--- src/rsp_pkg.sv ---
package rsp_pkg;

    // ------------------------------------------------------------------
    // Clock and bit rates
    // ------------------------------------------------------------------
    localparam int unsigned CLK_HZ = 25000000;
    localparam int unsigned OVERSAMPLE = 16;
    localparam int unsigned MID_SAMPLE = 7;
    localparam int unsigned OS_LAST = 15;
    localparam int unsigned DIV_W = 16;
    // Bit rates, one per selectable rate, index 0 is 19.2k.
    localparam int unsigned BAUD_19200 = 19200;
    localparam int unsigned BAUD_9600 = 9600;
    localparam int unsigned BAUD_4800 = 4800;
    localparam int unsigned BAUD_2400 = 2400;
    localparam int unsigned BAUD_1200 = 1200;
    localparam int unsigned BAUD_600 = 600;
    localparam int unsigned BAUD_300 = 300;
    localparam logic [2:0] BAUD_SEL_RESET = 3'h2;

    // ------------------------------------------------------------------
    // Characters
    // ------------------------------------------------------------------
    localparam logic [7:0] CH_XON = 8'h11;
    localparam logic [7:0] CH_XOFF = 8'h13;
    localparam logic [7:0] CH_CTRL_C = 8'h03;
    localparam logic [7:0] CH_CTRL_X = 8'h18;
    localparam logic [7:0] CH_CR = 8'h0d;
    localparam logic [7:0] CH_LF = 8'h0a;
    localparam int unsigned DATA_BITS = 8;

    // ------------------------------------------------------------------
    // Input queue
    // ------------------------------------------------------------------
    localparam int unsigned RXQ_DEPTH = 4;

    typedef enum logic [1:0] {
        RSP_TERM_LF = 2'h0,
        RSP_TERM_CR = 2'h1,
        RSP_TERM_LFCR = 2'h2
    } rsp_term_t;

    typedef enum logic [1:0] {
        RSP_IF_PARALLEL = 2'h0,
        RSP_IF_SERIAL = 2'h1
    } rsp_if_t;

    typedef struct packed {
        logic [2:0] baud_sel;
        logic software_flow_option;
        rsp_term_t term;
    } rsp_cfg_t;

    typedef struct packed {
        logic [7:0] data;
        logic last;
    } rsp_tx_char_t;

endpackage

--- src/rsp_port.sv ---
`timescale 1ns/10ps
// Functional notes
// - Exactly one remote interface active; parallel bus is the default.
// - Interface choice is kept in non-volatile storage across resets.
// - Switching the active interface clears the reading data buffer.
// - Interface choice comes only from front-panel controls.
// - Turning the serial interface off selects the parallel bus.
// - Characters are eight data bits, no parity, one stop bit.
// - Control-C or Control-X aborts pending work and drops unsent output.
// - Seven selectable rates, 19.2k down to 300, default 4800.
// - No hardware flow control; clear-to-send and request-to-send are ignored.
// - With software flow, send XOFF when receive queue exceeds three quarters.
// - After XOFF, send XON once the queue falls below half.
// - With software flow, incoming XOFF halts transmission until XON; a received Control-C or Control-X also ends the halt.
// - Commands are buffered and passed on as they arrive; a queued carriage return raises o_cmd_pending.
// - Without flow control, characters arriving when full are lost.
// - Each transmitted message ends with LF, CR or LF then CR.
// - Only transmit data, receive data and ground are used.
module rsp_port #(
    parameter int RXQ_DEPTH = rsp_pkg::RXQ_DEPTH
) (
    input wire logic i_sys_clk,                  // 25 MHz system clock.
    input wire logic i_reset,                    // Synchronous active-high reset.
    input wire logic i_panel_if_we,              // Front-panel interface write strobe.
    input wire logic i_panel_serial_on,          // Front-panel serial on/off choice.
    input wire logic i_nv_serial_sel,            // Stored choice read back from NV memory.
    input wire logic i_nv_valid,                 // NV memory read-back is valid.
    output logic o_nv_we,                        // Pulse to write the NV memory.
    output logic o_nv_serial_sel,                // Value to write to NV memory.
    output logic o_serial_active,                // Serial port is the active interface.
    output logic o_parallel_active,              // Parallel bus is the active interface.
    output logic o_reading_buf_clear,            // Pulse clearing the reading data buffer.
    input wire rsp_pkg::rsp_cfg_t i_cfg,         // Rate, flow and terminator settings.
    input wire logic i_rxd,                      // Receive data pin.
    output logic o_txd,                          // Transmit data pin.
    output logic o_cmd_valid,                    // Command character available.
    input wire logic i_cmd_ready,                // Command consumer accepts a character.
    output logic [7:0] o_cmd_data,               // Command character.
    output logic o_cmd_pending,                  // A carriage return is queued or the queue is full.
    output logic o_abort,                        // Pulse on a break character.
    input wire logic i_tx_valid,                 // Response character offered.
    output logic o_tx_ready,                     // Response character accepted.
    input wire rsp_pkg::rsp_tx_char_t i_tx_char, // Response character and end-of-message.
    output logic o_tx_halted,                    // Output held by a received XOFF.
    output logic o_rx_overrun,                   // Pulse when a character is lost.
    output logic o_frame_error                   // Pulse on a missing stop bit.
);
    // ------------------------------------------------------------------
    // Interface selection
    // ------------------------------------------------------------------
    // The selection register mirrors NV storage; reset loads the parallel default
    // and the stored copy is reloaded once i_nv_valid is first seen.
    logic sel_serial_q;
    logic nv_loaded_q;
    logic sel_next;
    logic sel_change;

    always_comb begin
        sel_next = sel_serial_q;
        if (!nv_loaded_q && i_nv_valid) begin
            sel_next = i_nv_serial_sel;
        end else if (i_panel_if_we && nv_loaded_q) begin
            sel_next = i_panel_serial_on;
        end
    end
    assign sel_change = nv_loaded_q && i_panel_if_we && (i_panel_serial_on != sel_serial_q);

    always_ff @(posedge i_sys_clk) begin
        if (i_reset) begin
            nv_loaded_q <= 1'b0;
            sel_serial_q <= 1'b0;
        end else begin
            if (i_nv_valid) begin
                nv_loaded_q <= 1'b1;
            end
            sel_serial_q <= sel_next;
        end
    end

    always_ff @(posedge i_sys_clk) begin
        if (i_reset) begin
            o_nv_we <= 1'b0;
            o_nv_serial_sel <= 1'b0;
            o_reading_buf_clear <= 1'b0;
        end else begin
            o_nv_we <= sel_change;
            o_nv_serial_sel <= i_panel_serial_on;
            o_reading_buf_clear <= sel_change;
        end
    end

    assign o_serial_active = sel_serial_q;
    assign o_parallel_active = !sel_serial_q;

    // ------------------------------------------------------------------
    // Rate divider
    // ------------------------------------------------------------------
    // One tick is one sixteenth of a bit; the residual rate error is
    // below 0.2 percent at 4800 and below, about 0.47 percent at 19.2k and 9600.
    function automatic logic [rsp_pkg::DIV_W-1:0] div_of(input int unsigned baud);
        return rsp_pkg::DIV_W'(rsp_pkg::CLK_HZ / (baud * rsp_pkg::OVERSAMPLE) - 1);
    endfunction

    logic [rsp_pkg::DIV_W-1:0] div_load;
    logic [rsp_pkg::DIV_W-1:0] div_q;
    logic tick;

    always_comb begin
        case (i_cfg.baud_sel)
            3'h0: div_load = div_of(rsp_pkg::BAUD_19200);
            3'h1: div_load = div_of(rsp_pkg::BAUD_9600);
            3'h2: div_load = div_of(rsp_pkg::BAUD_4800);
            3'h3: div_load = div_of(rsp_pkg::BAUD_2400);
            3'h4: div_load = div_of(rsp_pkg::BAUD_1200);
            3'h5: div_load = div_of(rsp_pkg::BAUD_600);
            3'h6: div_load = div_of(rsp_pkg::BAUD_300);
            default: div_load = div_of(rsp_pkg::BAUD_4800);
        endcase
    end
    assign tick = (div_q == '0);

    always_ff @(posedge i_sys_clk) begin
        if (i_reset || tick) begin
            div_q <= div_load;
        end else begin
            div_q <= div_q - 1'b1;
        end
    end

    // ------------------------------------------------------------------
    // Receiver
    // ------------------------------------------------------------------
    typedef enum logic [3:0] {
        RX_IDLE = 4'b0001,
        RX_START = 4'b0010,
        RX_DATA = 4'b0100,
        RX_STOP = 4'b1000
    } rsp_rx_st_t;

    logic rxd_meta_q;
    logic rxd_q;
    rsp_rx_st_t rx_st_q;
    logic [3:0] rx_os_q;
    logic [2:0] rx_bit_q;
    logic [7:0] rx_shift_q;
    logic rx_done;
    logic rx_stop_ok;

    always_ff @(posedge i_sys_clk) begin
        if (i_reset) begin
            rxd_meta_q <= 1'b1;
            rxd_q <= 1'b1;
        end else begin
            rxd_meta_q <= i_rxd;
            rxd_q <= rxd_meta_q;
        end
    end

    always_ff @(posedge i_sys_clk) begin
        if (i_reset) begin
            rx_st_q <= RX_IDLE;
            rx_os_q <= '0;
            rx_bit_q <= '0;
            rx_shift_q <= '0;
        end else if (tick) begin
            rx_os_q <= rx_os_q + 1'b1;
            case (rx_st_q)
                RX_IDLE: begin
                    rx_os_q <= '0;
                    if (!rxd_q) begin
                        rx_st_q <= RX_START;
                    end
                end
                RX_START: begin
                    if (rx_os_q == 4'(rsp_pkg::MID_SAMPLE)) begin
                        rx_os_q <= '0;
                        rx_bit_q <= '0;
                        rx_st_q <= rxd_q ? RX_IDLE : RX_DATA;
                    end
                end
                RX_DATA: begin
                    if (rx_os_q == 4'(rsp_pkg::OS_LAST)) begin
                        rx_shift_q <= {rxd_q, rx_shift_q[7:1]};
                        rx_bit_q <= rx_bit_q + 1'b1;
                        if (rx_bit_q == 3'(rsp_pkg::DATA_BITS - 1)) begin
                            rx_st_q <= RX_STOP;
                        end
                    end
                end
                RX_STOP: begin
                    if (rx_os_q == 4'(rsp_pkg::OS_LAST)) begin
                        rx_st_q <= RX_IDLE;
                    end
                end
                default: rx_st_q <= RX_IDLE;
            endcase
        end
    end

    assign rx_done = tick && (rx_st_q == RX_STOP) && (rx_os_q == 4'(rsp_pkg::OS_LAST));
    assign rx_stop_ok = rx_done && rxd_q;

    // ------------------------------------------------------------------
    // Received character handling
    // ------------------------------------------------------------------
    logic is_break;
    logic is_flow_char;
    logic q_push;
    logic q_ready;
    logic [$clog2(RXQ_DEPTH+1)-1:0] q_count;
    logic cr_cnt_inc;
    logic cr_cnt_dec;
    logic [$clog2(RXQ_DEPTH+1)-1:0] cr_cnt_q;
    logic tx_hold_q;
    logic flush;

    assign is_break = (rx_shift_q == rsp_pkg::CH_CTRL_C) || (rx_shift_q == rsp_pkg::CH_CTRL_X);
    assign is_flow_char = i_cfg.software_flow_option &&
        ((rx_shift_q == rsp_pkg::CH_XON) || (rx_shift_q == rsp_pkg::CH_XOFF));
    assign flush = rx_stop_ok && is_break && sel_serial_q;
    assign q_push = rx_stop_ok && sel_serial_q && !is_break && !is_flow_char;

    always_ff @(posedge i_sys_clk) begin
        if (i_reset) begin
            o_abort <= 1'b0;
            o_rx_overrun <= 1'b0;
            o_frame_error <= 1'b0;
        end else begin
            o_abort <= flush;
            o_rx_overrun <= q_push && !q_ready;
            o_frame_error <= rx_done && !rxd_q;
        end
    end

    always_ff @(posedge i_sys_clk) begin
        if (i_reset || !i_cfg.software_flow_option || flush) begin
            tx_hold_q <= 1'b0;
        end else if (rx_stop_ok && rx_shift_q == rsp_pkg::CH_XOFF) begin
            tx_hold_q <= 1'b1;
        end else if (rx_stop_ok && rx_shift_q == rsp_pkg::CH_XON) begin
            tx_hold_q <= 1'b0;
        end
    end
    assign o_tx_halted = tx_hold_q;

    rsp_fifo #(
        .WIDTH(8),
        .DEPTH(RXQ_DEPTH)
    ) u_rxq (
        .i_sys_clk(i_sys_clk),
        .i_reset(i_reset),
        .i_flush(flush || !sel_serial_q),
        .i_valid(q_push),
        .o_ready(q_ready),
        .i_data(rx_shift_q),
        .o_valid(o_cmd_valid),
        .i_ready(i_cmd_ready),
        .o_data(o_cmd_data),
        .o_count(q_count)
    );

    // Characters go to the parser as they arrive; queued carriage returns are counted for o_cmd_pending.
    assign cr_cnt_inc = q_push && q_ready && (rx_shift_q == rsp_pkg::CH_CR);
    assign cr_cnt_dec = o_cmd_valid && i_cmd_ready && (o_cmd_data == rsp_pkg::CH_CR);
    always_ff @(posedge i_sys_clk) begin
        if (i_reset || flush || !sel_serial_q) begin
            cr_cnt_q <= '0;
        end else begin
            cr_cnt_q <= cr_cnt_q + (cr_cnt_inc ? 1'b1 : 1'b0) - (cr_cnt_dec ? 1'b1 : 1'b0);
        end
    end
    assign o_cmd_pending = (cr_cnt_q != '0) || !q_ready;

    // ------------------------------------------------------------------
    // Flow control requests
    // ------------------------------------------------------------------
    logic above_hi;
    logic below_lo;
    logic xoff_sent_q;
    logic send_xoff_q;
    logic send_xon_q;
    logic fc_taken;

    assign above_hi = (32'(q_count) * 4) > (RXQ_DEPTH * 3);
    assign below_lo = (32'(q_count) * 2) < RXQ_DEPTH;

    always_ff @(posedge i_sys_clk) begin
        if (i_reset || !i_cfg.software_flow_option) begin
            xoff_sent_q <= 1'b0;
            send_xoff_q <= 1'b0;
            send_xon_q <= 1'b0;
        end else if (fc_taken) begin
            send_xoff_q <= 1'b0;
            send_xon_q <= 1'b0;
        end else if (!xoff_sent_q && above_hi) begin
            xoff_sent_q <= 1'b1;
            send_xoff_q <= 1'b1;
        end else if (xoff_sent_q && below_lo) begin
            xoff_sent_q <= 1'b0;
            send_xoff_q <= 1'b0;
            send_xon_q <= !send_xoff_q;
        end
    end

    // ------------------------------------------------------------------
    // Transmitter
    // ------------------------------------------------------------------
    typedef enum logic [3:0] {
        TX_IDLE = 4'b0001,
        TX_SEND = 4'b0010,
        TX_TERM1 = 4'b0100,
        TX_TERM2 = 4'b1000
    } rsp_tx_st_t;

    rsp_tx_st_t tx_st_q;
    logic [9:0] tx_frame_q;
    logic [3:0] tx_os_q;
    logic [3:0] tx_bits_q;
    logic tx_busy;
    logic tx_load;
    logic [7:0] tx_load_char;
    logic [7:0] term_first;

    assign tx_busy = (tx_bits_q != '0);
    assign term_first = (i_cfg.term == rsp_pkg::RSP_TERM_CR) ? rsp_pkg::CH_CR : rsp_pkg::CH_LF;
    // Flow characters go out even while output is held, or a deadlock follows.
    assign fc_taken = !tx_busy && sel_serial_q && (send_xoff_q || send_xon_q);
    assign o_tx_ready = (tx_st_q == TX_IDLE) && !tx_busy && !fc_taken && !tx_hold_q && sel_serial_q;

    always_comb begin
        tx_load = 1'b0;
        tx_load_char = '0;
        if (fc_taken) begin
            tx_load = 1'b1;
            tx_load_char = send_xoff_q ? rsp_pkg::CH_XOFF : rsp_pkg::CH_XON;
        end else if (!tx_busy && !tx_hold_q && sel_serial_q) begin
            case (tx_st_q)
                TX_IDLE: begin
                    tx_load = i_tx_valid;
                    tx_load_char = i_tx_char.data;
                end
                TX_TERM1: begin
                    tx_load = 1'b1;
                    tx_load_char = term_first;
                end
                TX_TERM2: begin
                    tx_load = 1'b1;
                    tx_load_char = rsp_pkg::CH_CR;
                end
                default: tx_load = 1'b0;
            endcase
        end
    end

    always_ff @(posedge i_sys_clk) begin
        if (i_reset || flush || !sel_serial_q) begin
            tx_st_q <= TX_IDLE;
        end else if (tx_load && !fc_taken) begin
            case (tx_st_q)
                TX_IDLE: tx_st_q <= i_tx_char.last ? TX_TERM1 : TX_IDLE;
                TX_TERM1: tx_st_q <= (i_cfg.term == rsp_pkg::RSP_TERM_LFCR) ? TX_TERM2 : TX_IDLE;
                default: tx_st_q <= TX_IDLE;
            endcase
        end
    end

    always_ff @(posedge i_sys_clk) begin
        if (i_reset) begin
            tx_frame_q <= '1;
            tx_os_q <= '0;
            tx_bits_q <= '0;
        end else if (tx_load) begin
            tx_frame_q <= {1'b1, tx_load_char, 1'b0};
            tx_os_q <= '0;
            tx_bits_q <= 4'(rsp_pkg::DATA_BITS + 2);
        end else if (tick && tx_busy) begin
            tx_os_q <= tx_os_q + 1'b1;
            if (tx_os_q == 4'(rsp_pkg::OS_LAST)) begin
                tx_frame_q <= {1'b1, tx_frame_q[9:1]};
                tx_bits_q <= tx_bits_q - 1'b1;
            end
        end
    end

    assign o_txd = tx_frame_q[0];
endmodule

--- src/rsp_fifo.sv ---
`timescale 1ns/10ps
module rsp_fifo #(
    parameter int WIDTH = 8,
    parameter int DEPTH = 4
) (
    input wire logic i_sys_clk,              // System clock.
    input wire logic i_reset,                // Synchronous reset.
    input wire logic i_flush,                // Drop all contents.
    input wire logic i_valid,                // Write request.
    output logic o_ready,                    // Space available.
    input wire logic [WIDTH-1:0] i_data,     // Write data.
    output logic o_valid,                    // Data available.
    input wire logic i_ready,                // Read accept.
    output logic [WIDTH-1:0] o_data,         // Read data.
    output logic [$clog2(DEPTH+1)-1:0] o_count // Occupancy.
);
    localparam int AW = $clog2(DEPTH);
    logic [WIDTH-1:0] mem_q [DEPTH];
    logic [AW-1:0] wr_q;
    logic [AW-1:0] rd_q;
    logic [$clog2(DEPTH+1)-1:0] cnt_q;
    logic push;
    logic pop;

    assign o_ready = (cnt_q != DEPTH[$clog2(DEPTH+1)-1:0]);
    assign o_valid = (cnt_q != '0);
    assign o_data = mem_q[rd_q];
    assign o_count = cnt_q;
    assign push = i_valid && o_ready;
    assign pop = o_valid && i_ready;

    always_ff @(posedge i_sys_clk) begin
        if (push) begin
            mem_q[wr_q] <= i_data;
        end
    end

    always_ff @(posedge i_sys_clk) begin
        if (i_reset || i_flush) begin
            wr_q <= '0;
            rd_q <= '0;
            cnt_q <= '0;
        end else begin
            if (push) begin
                wr_q <= (wr_q == AW'(DEPTH - 1)) ? '0 : wr_q + 1'b1;
            end
            if (pop) begin
                rd_q <= (rd_q == AW'(DEPTH - 1)) ? '0 : rd_q + 1'b1;
            end
            cnt_q <= cnt_q + (push ? 1'b1 : 1'b0) - (pop ? 1'b1 : 1'b0);
        end
    end
endmodule

--- config.mk ---
export PLATFORM = sky130hd
export DESIGN_NAME = rsp_port
export DESIGN_NICKNAME = d
export VERILOG_FILES = /design/src/rsp_pkg.sv /design/src/rsp_port.sv /design/src/rsp_fifo.sv
export SDC_FILE = /design/constraint.sdc
export NUM_CORES = 1
export LEC_CHECK = 0
export BUFFER_PORTS_ARGS = -buffer_cell sky130_fd_sc_hd__buf_4
export CAP_MARGIN = 20
export CELL_PAD_IN_SITES_DETAIL_PLACEMENT = 1
export CELL_PAD_IN_SITES_GLOBAL_PLACEMENT = 1
export CORE_UTILIZATION = 40
export CTS_CLUSTER_DIAMETER = 150
export DETAILED_ROUTE_END_ITERATION = 6
export PLACE_DENSITY = 0.68
export SETUP_SLACK_MARGIN = 0.3
export SLEW_MARGIN = 30
export SYNTH_ARGS = -nofsm -noshare
export SYNTH_HDL_FRONTEND = slang
export SYNTH_SLANG_ARGS = --single-unit
--- constraint.sdc ---
create_clock -name i_sys_clk -period 4.1 [get_ports i_sys_clk]
set_input_delay 0.205 -clock i_sys_clk [delete_from_list [all_inputs] [get_ports i_sys_clk]]
set_output_delay 0.205 -clock i_sys_clk [all_outputs]
set_load 0.005 [all_outputs]
==> results_dict.tcl <==
set metrics [dict create \
    cts_root_buf "clkbuf_16" \
    cts-buffers-inserted 9 \
    dp_slack_ns 0.716 \
    cts_setup_buffers 0 \
    seq_area_frac_synth_pct 47.7 \
    first_global_vias 3886 \
    slowest_delay_ns 0.65 \
    period_minus_slack_ns 3.31 \
    synth_top_area_cell "dfxtp_1" \
    p_clk_share_pct 40.7 \
    grt_pass1_wl_um 19900 \
    synthTopCellsByArea "dfxtp_1 (30%), edfxtp_1 (18%), ha_1 (4.4%)" \
    hold_viol_final 0 \
    clock_sinks 112 \
    cpMaxStageDelayCell "dfxtp_1" \
    share_seq_of_total_power_pct 52.3 \
    ys_ff_latch 112 \
    synthCells 510 \
    globalplace.congestion 0.732 \
    crit_required_ns 4.33 \
    h-tree-depth 3 \
    sw_frac_of_total_pct 22.5 \
    crit_chain "mux4_2 > or4b_1 > nor4_1 > ha_1 > inv_1 > ha_1 > fa_1 > xnor2_1 > xnor2_1 > nor2_1" \
    clock.fmax_mhz 302 \
    worstPathArrival_ns 3.54 \
    p_comb_share_pct 7.0 \
    relSlewSlack_pct 46.6 \
    vdd_ir_drop_max_uv 173 \
    clk_path_buf_depth 2 \
    drive_gt1_share_pct 17.1 \
    grt_usage_pct 17.8 \
    dr_total_vias 3853 \
    p_int_w 0.00176 \
    end_kind "flip-flop" \
    fin_nets 590 \
    min_period_over_period_pct 80.8 \
    avgSynthCellArea_um2 10.5 \
    core_area_um2 12900 \
    synth_edf_count 32 \
    grt_start_max_net_pins 50 \
    finalPower_w 0.00228 \
    cp_max_fo 8 \
    n_antenna_cell 0 \
    setup_viol 0 \
    initial_core_util_pct 41.7 \
    row_count 41 \
    die_h_um 118 \
    hold_slack_ns 0.0373 \
    slew_viol_final 0 \
    yosys_warnings 0 \
    ys_types 68 \
    netlist_area_um2 5370 \
    worst_setup_path_start_kind "flip-flop" \
    insertion_delay_ns 0.35 \
    fin_tns_setup_ns 0 \
    ios 45 \
    stdcell_count 722 \
    overflow 0 \
    pwr_density_cell_nw_per_um2 370 \
    routedWlPerCell_um 16.0 \
    p_leak_nw 2.25 \
    tightest_slew_ns 0.790 \
    async_reset_ff_share_pct 0 \
    die_x_um 118 \
    fin_skew_ns 0.00730 \
    yosys.area.top_type_share_pct 29.8 \
    post_drt_via_cell_ratio 5.34 \
    antenna_found_initial 0 \
    synth_nets 555 \
    portBuffers 44 \
    dp_hpwl_um 8400 \
    maxCapViolCount 0 \
    ant_nets 0 \
    hold_buffers 0 \
    cts_tree "done" \
    drt_iter0_drc 178 \
    routed_wl_um 11600 \
    cts_resized 0 \
    dieArea_um2 13900 \
    clk_pin_slew_ns 0.07 \
    path_class "flip-flop to flip-flop" \
    syn2layout_area_growth_pct 14.5 \
    switchingPower_w 0.000513 \
    dp_cells 706 \
    dr.pass1.iters 4 \
    status "finished, final reports clean" \
    rsz0062_at_grt "false" \
    remaining_drc_errors 0 \
    setup_ws_ns 0.785 \
    hp-class "input pin to flip-flop" \
    ys.flop_type "dfxtp_1" \
]
through the flow:
step	utilization [%]	cell area (um^2)
after floorplan	-	5370
after global placement	45.3	5830
after detailed placement	45.3	5830
after CTS	47.7	6150
after global routing	47.8	6150
final	47.8	6150
final timing paths:
path               from           to  slack [ns]  cells past startpoint
max           flip-flop  cr_cnt_q[2]        0.79                     10
min               i_rxd   rxd_meta_q        0.04                      2
max reg2reg   flip-flop  cr_cnt_q[2]        0.79                     10
min reg2reg  rxd_meta_q        rxd_q        0.41                      1
layout make-up:
cell class                 count  area (um^2)
clock buffer                  10          229
clock inverter                 6         83.8
fill                        1435         6730
inverter                      22         82.6
multi-input combinational    354         2630
sequential                   112         2560
tap                          172          215
timing repair buffer          46          345
critical path: cells and delay by family, from the launching register on:
family | cells | cell delay (ns)
flip-flops | 1 | 0.65
AND/OR/NAND/NOR | 3 | 0.86
buffers and inverters | 1 | 0.04
XOR/XNOR | 2 | 0.31
adder cells (fa/ha/maj) | 3 | 0.75
multiplexers | 1 | 0.58
power groups by stage:
stage	Sequential, W	Clock (W)	Combinational (W)
finish	0.00119	0.000926	0.000159
global route	0.00119	0.000994	0.000178
CTS	0.00119	0.000948	0.000161
detailed placement	0.00122	0	0.000159
global placement	0.00121	0	0.000155
floorplan	0.00121	0	0.000111
sequential cells by signal (all words and copies together), names as in the netlist, 2 cells and up, named ones only:
| name | count |
|---|---|
| u_rxq.mem_q | 32 |
| div_q | 16 |
| tx_frame_q | 9 |
| rx_shift_q | 8 |
| rx_os_q | 4 |
| rx_st_q | 4 |
| tx_bits_q | 4 |
| tx_os_q | 4 |
| cr_cnt_q | 3 |
| rx_bit_q | 3 |
| tx_st_q | 3 |
| u_rxq.o_count | 3 |
| u_rxq.rd_q | 2 |
| u_rxq.wr_q | 2 |
routing by layer:
metal  vias up  GRT usage [%]  wire length [um]
li1       1910              -                 -
met4         0           6.97               184
met5         -              0                 0
met2        36           28.5              5530
met1      1896           24.3              5630
met3        11           2.52               213
cell usage in the layout, fill, tap and decap left out, drive strengths merged, types with 8 or more instances in the layout:
cell type,n
a21oi,26
and2,8
buf,46
clkbuf,10
dfxtp,80
edfxtp,32
ha,19
inv,22
mux2i,20
mux4,8
nand2,26
nand2b,9
nand3,15
nor2,49
nor3,20
nor4,11
o21ai,20
or3,10
xnor2,14
xor2,12
cell families after synthesis:
| group | Yosys count | synth area share [%] |
|---|---|---|
| buf+inv | 44 | 3.52 |
| simple gates | 192 | 21.0 |
| mux | 29 | 7.29 |
| fa+ha+maj | 21 | 5.17 |
| compound gates | 86 | 11.1 |
| flops | 112 | 47.7 |
| xor+xnor | 26 | 4.24 |
Yosys cell counts, types with 3 or more instances:
| cell type | count |
|---|---|
| a211oi_1 | 4 |
| a21o_1 | 4 |
| a21oi_1 | 26 |
| a221o_1 | 3 |
| a31oi_1 | 6 |
| and2_1 | 8 |
| and3_1 | 3 |
| buf_1 | 3 |
| buf_2 | 4 |
| buf_4 | 3 |
| clkbuf_1 | 11 |
| dfxtp_1 | 80 |
| edfxtp_1 | 32 |
| ha_1 | 19 |
| inv_1 | 22 |
| mux2i_1 | 20 |
| mux4_2 | 8 |
| nand2_1 | 26 |
| nand2b_1 | 9 |
| nand3_1 | 15 |
| nand3b_1 | 4 |
| nand4bb_1 | 3 |
| nor2_1 | 47 |
| nor2b_1 | 6 |
| nor3_1 | 18 |
| nor3b_1 | 5 |
| nor4_1 | 6 |
| nor4_2 | 4 |
| nor4b_1 | 4 |
| o21ai_0 | 20 |
| o21bai_1 | 3 |
| or2_2 | 4 |
| or3_1 | 10 |
| xnor2_1 | 14 |
| xor2_1 | 12 |
Note: power is estimated with default switching activity, not from simulation.
